$ cat src/include/mbs_pkg.sv
// Functional notes
// - automatic mode releases the brake only in operation enabled; otherwise closed. The code also keeps it released in ST_STOP and ST_WAIT_ENG.
// - submode bit 2 high selects automatic brake control, low selects manual.
// - manual mode drives the brake straight from digital output bit 0.
// - on enable: current on, wait delay 3, release, wait delay 4, allow travel.
// - on leaving: stop motor, wait delay 1, engage, wait delay 2, current off.
// - an energised brake is driven as PWM unless full duty is selected.
// - PWM frequency is in hertz, limited to 50 through 20000.
// - PWM duty is a percentage of the period, from 2 to 100.
// - duty of 100 holds the brake output steadily on.
// - brake PWM is a routable output source, true and inverted.
package mbs_pkg;
    // ---------------------------------------------------------------
    // clock and timing
    // ---------------------------------------------------------------
    localparam int CLK_FREQ_HZ = 250_000_000;
    localparam int CLK_PERIOD_NS = 4;
    localparam int MS_TIME_NS = 1_000_000;
    localparam int MS_CYCLES = (MS_TIME_NS + CLK_PERIOD_NS - 1) / CLK_PERIOD_NS;
    // ---------------------------------------------------------------
    // field widths and positions
    // ---------------------------------------------------------------
    localparam int DELAY_W = 16;
    localparam int FREQ_W = 16;
    localparam int DUTY_W = 7;
    localparam int PER_W = 23;
    localparam int DOUT_W = 32;
    localparam int SUBMODE_W = 16;
    localparam int SUBMODE_AUTO_BIT = 2;
    localparam int DOUT_BRAKE_BIT = 0;
    localparam int ROUTE_INV_BIT = 7;
    localparam int ROUTE_IDX_W = 5;
    // ---------------------------------------------------------------
    // pwm limits
    // ---------------------------------------------------------------
    localparam logic [FREQ_W-1:0] PWM_FREQ_MIN_HZ = 16'h0032;
    localparam logic [FREQ_W-1:0] PWM_FREQ_MAX_HZ = 16'h4E20;
    localparam logic [DUTY_W-1:0] PWM_DUTY_MIN = 7'h02;
    localparam logic [DUTY_W-1:0] PWM_DUTY_FULL = 7'h64;
    localparam int PCT_SCALE = 100;
    // ---------------------------------------------------------------
    // routing source codes (high byte)
    // ---------------------------------------------------------------
    localparam logic [7:0] ROUTE_SRC_ONE = 8'h00;
    localparam logic [7:0] ROUTE_SRC_ZERO = 8'h01;
    localparam logic [7:0] ROUTE_SRC_PWM = 8'h10;
    localparam logic [7:0] ROUTE_SRC_PWM_INV = 8'h11;
    // ---------------------------------------------------------------
    // brake sequencer states
    // ---------------------------------------------------------------
    typedef enum logic [6:0] {
        ST_IDLE = 7'h01,
        ST_WAIT_ON = 7'h02,
        ST_WAIT_REL = 7'h04,
        ST_ENABLED = 7'h08,
        ST_STOP = 7'h10,
        ST_WAIT_ENG = 7'h20,
        ST_WAIT_OFF = 7'h40
    } mbs_state_t;
endpackage

$ cat src/include/mbs_pwm_if.sv
`timescale 1ns/1ps
`default_nettype none
interface mbs_pwm_if;
    logic enable;
    logic [15:0] freq_hz;
    logic [6:0] duty_pct;
    logic wave;
    logic full_on;
    modport gen (input enable, input freq_hz, input duty_pct, output wave, output full_on);
    modport ctl (output enable, output freq_hz, output duty_pct, input wave, input full_on);
endinterface
`default_nettype wire

$ cat src/rtl/mbs_pwm.sv
`timescale 1ns/1ps
`default_nettype none
module mbs_pwm (
    // clock and reset
    input wire logic clk_sys,
    input wire logic rst,
    // settings and waveform
    mbs_pwm_if.gen pif
);
    logic [mbs_pkg::FREQ_W-1:0] freq_c;
    logic [mbs_pkg::DUTY_W-1:0] duty_c;
    logic [mbs_pkg::PER_W-1:0] period_w;
    logic [mbs_pkg::PER_W-1:0] high_w;
    logic [31:0] prod_w;
    logic [mbs_pkg::PER_W-1:0] cnt_reg;
    logic [mbs_pkg::PER_W-1:0] period_reg;
    logic [mbs_pkg::PER_W-1:0] high_reg;
    logic wave_reg;
    logic full_reg;
    logic wrap_w;

    // clamp settings into their legal ranges
    assign freq_c = (pif.freq_hz < mbs_pkg::PWM_FREQ_MIN_HZ) ? mbs_pkg::PWM_FREQ_MIN_HZ :
                    (pif.freq_hz > mbs_pkg::PWM_FREQ_MAX_HZ) ? mbs_pkg::PWM_FREQ_MAX_HZ :
                    pif.freq_hz;
    assign duty_c = (pif.duty_pct < mbs_pkg::PWM_DUTY_MIN) ? mbs_pkg::PWM_DUTY_MIN :
                    (pif.duty_pct > mbs_pkg::PWM_DUTY_FULL) ? mbs_pkg::PWM_DUTY_FULL :
                    pif.duty_pct;
    assign period_w = mbs_pkg::PER_W'(mbs_pkg::CLK_FREQ_HZ / int'(freq_c));
    assign prod_w = 32'(period_w) * 32'(duty_c);
    assign high_w = mbs_pkg::PER_W'(prod_w / 32'(mbs_pkg::PCT_SCALE));
    assign wrap_w = (cnt_reg >= period_reg - mbs_pkg::PER_W'(1));

    // new settings other than full duty take effect at a period boundary to avoid runt pulses
    always_ff @(posedge clk_sys) begin
        if (rst || !pif.enable) begin
            cnt_reg <= '0;
            period_reg <= period_w;
            high_reg <= high_w;
            wave_reg <= 1'b0;
            full_reg <= 1'b0;
        end else begin
            cnt_reg <= wrap_w ? '0 : cnt_reg + mbs_pkg::PER_W'(1);
            if (wrap_w) begin
                period_reg <= period_w;
                high_reg <= high_w;
            end
            wave_reg <= (cnt_reg < high_reg);
            full_reg <= (duty_c == mbs_pkg::PWM_DUTY_FULL);
        end
    end

    assign pif.wave = wave_reg;
    assign pif.full_on = full_reg;
endmodule
`default_nettype wire

$ cat src/rtl/mbs_top.sv
`timescale 1ns/1ps
`default_nettype none
module mbs_top #(
    parameter int MS_CYCLES = mbs_pkg::MS_CYCLES
) (
    // clock and reset
    input wire logic clk_sys,
    input wire logic rst,
    // configuration
    input wire logic [mbs_pkg::SUBMODE_W-1:0] drive_submode_select,
    input wire logic [mbs_pkg::DOUT_W-1:0] digital_output_control_word,
    input wire logic [15:0] output_routing_select,
    // brake timing settings, delays in ms
    input wire logic [mbs_pkg::DELAY_W-1:0] brake_delay_stop_ms,
    input wire logic [mbs_pkg::DELAY_W-1:0] brake_delay_engage_ms,
    input wire logic [mbs_pkg::DELAY_W-1:0] brake_delay_on_ms,
    input wire logic [mbs_pkg::DELAY_W-1:0] brake_delay_release_ms,
    input wire logic [mbs_pkg::FREQ_W-1:0] brake_pwm_freq_hz,
    input wire logic [mbs_pkg::DUTY_W-1:0] brake_pwm_duty_pct,
    // power state machine
    input wire logic op_enabled,
    input wire logic motor_standstill,
    // drive control
    output logic motor_current_on,
    output logic halt_motion,
    output logic travel_enable,
    // brake and routed output
    output logic brake_energised,
    output logic brake_out,
    output logic routed_out
);
    mbs_pkg::mbs_state_t state_reg, state_next;
    logic [31:0] tick_cnt_reg;
    logic tick_w;
    logic [mbs_pkg::DELAY_W-1:0] ms_cnt_reg;
    logic [mbs_pkg::DELAY_W-1:0] delay_sel_w;
    logic delay_done_w;
    logic auto_w;
    logic auto_rel_w;
    logic energise_w;
    logic pwm_level_w;
    logic route_ctrl_w;
    logic route_src_w;
    logic [7:0] route_code_w;
    logic current_reg, halt_reg, travel_reg, energ_reg, brake_reg, route_reg;

    mbs_pwm_if pwm_if ();

    // ---------------------------------------------------------------
    // millisecond tick
    // ---------------------------------------------------------------
    assign tick_w = (tick_cnt_reg == 32'(MS_CYCLES - 1));

    always_ff @(posedge clk_sys) begin
        if (rst || tick_w) begin
            tick_cnt_reg <= '0;
        end else begin
            tick_cnt_reg <= tick_cnt_reg + 32'h0000_0001;
        end
    end

    // ---------------------------------------------------------------
    // delay of the current step
    // ---------------------------------------------------------------
    assign delay_sel_w = (state_reg == mbs_pkg::ST_WAIT_ON) ? brake_delay_on_ms :
                         (state_reg == mbs_pkg::ST_WAIT_REL) ? brake_delay_release_ms :
                         (state_reg == mbs_pkg::ST_WAIT_ENG) ? brake_delay_stop_ms :
                         (state_reg == mbs_pkg::ST_WAIT_OFF) ? brake_delay_engage_ms :
                         '0;
    assign delay_done_w = (ms_cnt_reg >= delay_sel_w);

    always_ff @(posedge clk_sys) begin
        if (rst || state_next != state_reg) begin
            ms_cnt_reg <= '0;
        end else if (tick_w && !delay_done_w) begin
            ms_cnt_reg <= ms_cnt_reg + mbs_pkg::DELAY_W'(1);
        end
    end

    // ---------------------------------------------------------------
    // brake sequencer
    // ---------------------------------------------------------------
    always_comb begin
        state_next = state_reg;
        case (state_reg)
            mbs_pkg::ST_IDLE: begin
                if (op_enabled) begin
                    state_next = mbs_pkg::ST_WAIT_ON;
                end
            end
            mbs_pkg::ST_WAIT_ON: begin
                if (!op_enabled) begin
                    // brake never opened: skip the stop steps, keep current for the last delay
                    state_next = mbs_pkg::ST_WAIT_OFF;
                end else if (delay_done_w) begin
                    state_next = mbs_pkg::ST_WAIT_REL;
                end
            end
            mbs_pkg::ST_WAIT_REL: begin
                if (!op_enabled) begin
                    state_next = mbs_pkg::ST_STOP;
                end else if (delay_done_w) begin
                    state_next = mbs_pkg::ST_ENABLED;
                end
            end
            mbs_pkg::ST_ENABLED: begin
                if (!op_enabled) begin
                    state_next = mbs_pkg::ST_STOP;
                end
            end
            mbs_pkg::ST_STOP: begin
                if (motor_standstill) begin
                    state_next = mbs_pkg::ST_WAIT_ENG;
                end
            end
            mbs_pkg::ST_WAIT_ENG: begin
                if (delay_done_w) begin
                    state_next = mbs_pkg::ST_WAIT_OFF;
                end
            end
            mbs_pkg::ST_WAIT_OFF: begin
                if (delay_done_w) begin
                    state_next = mbs_pkg::ST_IDLE;
                end
            end
            default: begin
                state_next = mbs_pkg::ST_IDLE;
            end
        endcase
    end

    always_ff @(posedge clk_sys) begin
        if (rst) begin
            state_reg <= mbs_pkg::ST_IDLE;
        end else begin
            state_reg <= state_next;
        end
    end

    // ---------------------------------------------------------------
    // brake drive
    // ---------------------------------------------------------------
    assign auto_w = drive_submode_select[mbs_pkg::SUBMODE_AUTO_BIT];
    assign auto_rel_w = (state_next == mbs_pkg::ST_WAIT_REL)
                     || (state_next == mbs_pkg::ST_ENABLED)
                     || (state_next == mbs_pkg::ST_STOP)
                     || (state_next == mbs_pkg::ST_WAIT_ENG);
    assign energise_w = auto_w ? auto_rel_w
                      : digital_output_control_word[mbs_pkg::DOUT_BRAKE_BIT];
    assign pwm_level_w = energ_reg && (pwm_if.full_on || pwm_if.wave);

    assign pwm_if.enable = energ_reg;
    assign pwm_if.freq_hz = brake_pwm_freq_hz;
    assign pwm_if.duty_pct = brake_pwm_duty_pct;

    mbs_pwm u_pwm (
        .clk_sys(clk_sys),
        .rst(rst),
        .pif(pwm_if.gen)
    );

    // ---------------------------------------------------------------
    // output routing
    // ---------------------------------------------------------------
    assign route_code_w = output_routing_select[15:8];
    assign route_ctrl_w = digital_output_control_word[output_routing_select[mbs_pkg::ROUTE_IDX_W-1:0]]
                        ^ output_routing_select[mbs_pkg::ROUTE_INV_BIT];
    assign route_src_w = (route_code_w == mbs_pkg::ROUTE_SRC_ONE) ? 1'b1 :
                         (route_code_w == mbs_pkg::ROUTE_SRC_PWM) ? pwm_level_w :
                         (route_code_w == mbs_pkg::ROUTE_SRC_PWM_INV) ? !pwm_level_w :
                         1'b0;

    always_ff @(posedge clk_sys) begin
        if (rst) begin
            current_reg <= 1'b0;
            halt_reg <= 1'b0;
            travel_reg <= 1'b0;
            energ_reg <= 1'b0;
            brake_reg <= 1'b0;
            route_reg <= 1'b0;
        end else begin
            current_reg <= (state_next != mbs_pkg::ST_IDLE);
            halt_reg <= (state_next == mbs_pkg::ST_STOP) || (state_next == mbs_pkg::ST_WAIT_ENG);
            travel_reg <= (state_next == mbs_pkg::ST_ENABLED);
            energ_reg <= energise_w;
            brake_reg <= pwm_level_w;
            route_reg <= route_src_w && route_ctrl_w;
        end
    end

    assign motor_current_on = current_reg;
    assign halt_motion = halt_reg;
    assign travel_enable = travel_reg;
    assign brake_energised = energ_reg;
    assign brake_out = brake_reg;
    assign routed_out = route_reg;
endmodule
`default_nettype wire

$ cat config.mk
export PLATFORM = sky130hd
export DESIGN_NAME = mbs_top
export DESIGN_NICKNAME = d
export VERILOG_FILES = /design/src/include/mbs_pkg.sv /design/src/include/mbs_pwm_if.sv /design/src/rtl/mbs_pwm.sv /design/src/rtl/mbs_top.sv
export SDC_FILE = /design/constraint.sdc
export NUM_CORES = 2
export LEC_CHECK = 0
export BUFFER_PORTS_ARGS = -buffer_cell sky130_fd_sc_hd__buf_4
export CAP_MARGIN = 25
export CORE_MARGIN = 3
export CORE_UTILIZATION = 59
export CTS_CLUSTER_DIAMETER = 100
export CTS_CLUSTER_SIZE = 16
export DETAILED_ROUTE_END_ITERATION = 7
export GPL_ROUTABILITY_DRIVEN = 0
export PLACE_DENSITY = 0.8
export SYNTH_ARGS = -nofsm -noshare
export SYNTH_HDL_FRONTEND = slang
export SYNTH_SLANG_ARGS = --single-unit
$ cat constraint.sdc
create_clock -name clk_sys -period 154 [get_ports clk_sys]
set_input_delay 46.2 -clock clk_sys [delete_from_list [all_inputs] [get_ports clk_sys]]
set_output_delay 46.2 -clock clk_sys [all_outputs]
set_load 0.005 [all_outputs]
==> results_dict.tcl <==
set metrics [dict create \
    synth_top_area_share_pct 14.3 \
    dieHeight_um 267 \
    fin_crit_sh_pct 96.1 \
    ys_top_cells_by_area "ha_1, fa_1, nor2_1" \
    grt_max_degree 41 \
    regToRegEndpoint "ms_cnt_reg[15]" \
    status "completed" \
    placed_area_sq_um 43200 \
    synth_mux_area_share_pct 4.50 \
    clkSlewWorstSetupHoldPaths_ps 60 \
    whs_path_depth 1 \
    core_area_sq_um 67400 \
    synth_compound_area_share_pct 30.8 \
    grt_overflow 0 \
    drc 0 \
    instances_no_fill 6576 \
    regToRegSetupSlack_ps 147090 \
    largest_reg_flops 32 \
    clock_sinks 132 \
    maxSlewViolCount 0 \
    final-hold-violation-count 0 \
    port_buffers 143 \
    antenna_left 0 \
    rows 95 \
    grt_use_met2_pct 53.4 \
    ys.flop_type "dfxtp_1" \
    clk_latency_ps 430 \
    max_stage_delay_ps 620 \
    synth_most_common_cell "nor2_1" \
    stdcell_area_sq_um 45700 \
    firstDrtPassIters 8 \
    netlist_area_sq_um 40300 \
    yosys.area.top_type "ha_1" \
    grt_util_met1_pct 38.5 \
    grt_use_total_pct 30.3 \
    fill_cells 5515 \
    cp_slowest_cell "or4_4" \
    cts_tree "built" \
    slew_headroom_pct 12.6 \
    holdCritPathClass "reg2reg" \
    worst_pin_slew_ps 1300 \
    path_common_cell "o21a_1" \
    reg2reg_from "state_reg[5]" \
    r2r_cells 33 \
    cap_violations 0 \
    final_util_pct 67.7 \
    routed_wl_um 117000 \
    syn_to_final_growth_pct 13.2 \
    required_ps 154160 \
    top_usage_layer "met2" \
    syn_area_per_cell_sq_um 7.43 \
    grt_pass1_vias 39700 \
    hpwl_um 89200 \
    ys_seq_area_share_pct 7.69 \
    cts_buffer_depth 2 \
    synthCells 5432 \
    arrival_ps 148160 \
    fin_crit_ps 148010 \
    synth_top_family_by_area "compound AO/OA/AOI/OAI gates" \
    fmax_ghz 0.00676 \
    synthArstFlopShare_pct 0 \
    dieWidth_um 267 \
    antenna_found_initial 2 \
    critPathCaptureType "flip-flop" \
    numCtsBuffers 17 \
    h-tree-depth 4 \
    worstPathMaxFanout 18 \
    synth_simple_gate_area_share_pct 24.8 \
    start_util_pct 59.9 \
    fin_skew_ps 7.57 \
    vias 42400 \
    met3_usage_pct 3.00 \
    drive_above_1_share_pct 18.1 \
    crit_type "in2reg" \
    setup_viol 0 \
    synth_fa_ha_area_share_pct 19.7 \
    drtIter0Drc 3150 \
    hold_end "u_pwm.cnt_reg[0]" \
    routedWlPerCell_um 17.7 \
    min_from "u_pwm.cnt_reg[0]" \
    synth-seq-cells 132 \
    synth_common_cells "nor2_1, nand2_1, ha_1, a21oi_1, inv_1" \
    final_net_count 6410 \
    die_area_sq_um 71600 \
    layout_setup_ws_ps 5990 \
    synth-warning-count 0 \
    cts_hold_buf 0 \
    grt_first_pass_wirelength_um 187000 \
    placedCellCount 6472 \
    ioPinCount 161 \
    vias_per_cell 6.45 \
    start_kind "primary input" \
    yosysUniqueCellTypes 168 \
    synth-xor-area-share_pct 7.48 \
    synth_edf_count 46 \
    cts_root_buf "clkbuf_16" \
    preCtsSetupSlack_ps -1150 \
]
-- per-layer routing --
| metal | share of wire [%] | up-vias |
|---|---|---|
| met2 | 48 | 1465 |
| met3 | 5.6 | 341 |
| met4 | 3.9 | 2 |
| li1 | - | 20700 |
| met1 | 42 | 19900 |
| met5 | 0.0094 | - |
-- worst max path at each step --
| stage | from | to | slack (ps) | depth (start not counted) |
|---|---|---|---|---|
| after global routing | brake_pwm_freq_hz[14] | u_pwm.high_reg[0] | -1030 | 569 |
| after floorplan | brake_pwm_freq_hz[14] | u_pwm.high_reg[0] | 70 | 601 |
| after global placement | brake_pwm_freq_hz[14] | u_pwm.high_reg[0] | 590 | 561 |
| after CTS | brake_pwm_freq_hz[14] | u_pwm.high_reg[0] | 10 | 565 |
| final | brake_pwm_freq_hz[14] | u_pwm.high_reg[0] | 5990 | 571 |
| after detailed placement | brake_pwm_freq_hz[14] | u_pwm.high_reg[0] | -1150 | 563 |
-- worst max-delay path: cells and delay by family --
kind	cells	cell delay (ps)
fa+ha+maj	34	11120
xor+xnor	1	110
simple gates	136	23510
buf+inv	44	5840
compound gates	350	59370
mux	6	1680
-- cells in the final DEF (no fill, tap or decap), types with 35 or more instances in the layout --
| cell type | instances |
|---|---|
| a21oi_1 | 302 |
| o21ai_1 | 56 |
| and2_1 | 58 |
| o21a_1 | 243 |
| nand2_1 | 511 |
| edfxtp_1 | 46 |
| mux2i_1 | 35 |
| buf_4 | 377 |
| mux2_2 | 100 |
| nor4_1 | 45 |
| a31oi_1 | 50 |
| nor3_1 | 202 |
| o211ai_1 | 42 |
| nand2b_1 | 109 |
| a21o_1 | 137 |
| o21ai_0 | 227 |
| fa_1 | 104 |
| ha_1 | 461 |
| or2_2 | 36 |
| nand3_1 | 119 |
| nor2b_1 | 52 |
| xnor2_1 | 171 |
| and3_1 | 51 |
| dfxtp_1 | 86 |
| nand4_1 | 47 |
| xor2_1 | 155 |
| nor2_1 | 514 |
| o31ai_1 | 108 |
| o21bai_1 | 35 |
| a211oi_1 | 36 |
| or3_1 | 41 |
| inv_1 | 271 |
-- per-stage QoR --
step / TNS, ps / hold slack [ps]
after detailed placement: -2380 / 451
final: 0 / 474
after global placement: 0 / 436
after global routing: -2030 / 508
after CTS: 0 / 473
after floorplan: 0 / 426
-- cells by family (layout without fill, tap and decap cells) --
group | after synthesis | in the layout
flip-flops | 132 | 132
adder cells (fa/ha/maj) | 575 | 575
AND/OR/NAND/NOR | 2008 | 2008
other | 2 | 23
buffers and inverters | 463 | 712
multiplexers | 153 | 153
XOR/XNOR | 338 | 338
AO/OA/AOI/OAI | 1761 | 1762
-- cell type report --
cell class                      instances  area, sq um  area share (%)
Clock buffer                           22          475            1.04
Sequential cell                       132         3100            6.80
Inverter                              291         1100            2.41
Timing Repair Buffer                  389         3020            6.62
Multi-Input combinational cell       4858        36700            80.5
Clock inverter                         10          125           0.274
Antenna cell                            1         2.50         0.00548
Tap cell                              873         1090            2.39
-- timing repair --
action / 4_1_cts / 5_1_grt
gates resized for setup: 12 / 299
endpoints found under the setup margin: 3 / 16
pin swaps: 1 / 76
buffers inserted: 1 / 68
cloned: 0 / 1
endpoints found under the hold margin: 0 / 0
Power is not shown: default switching activity piles up to over one toggle a cycle in this logic, so the estimate is an artifact.
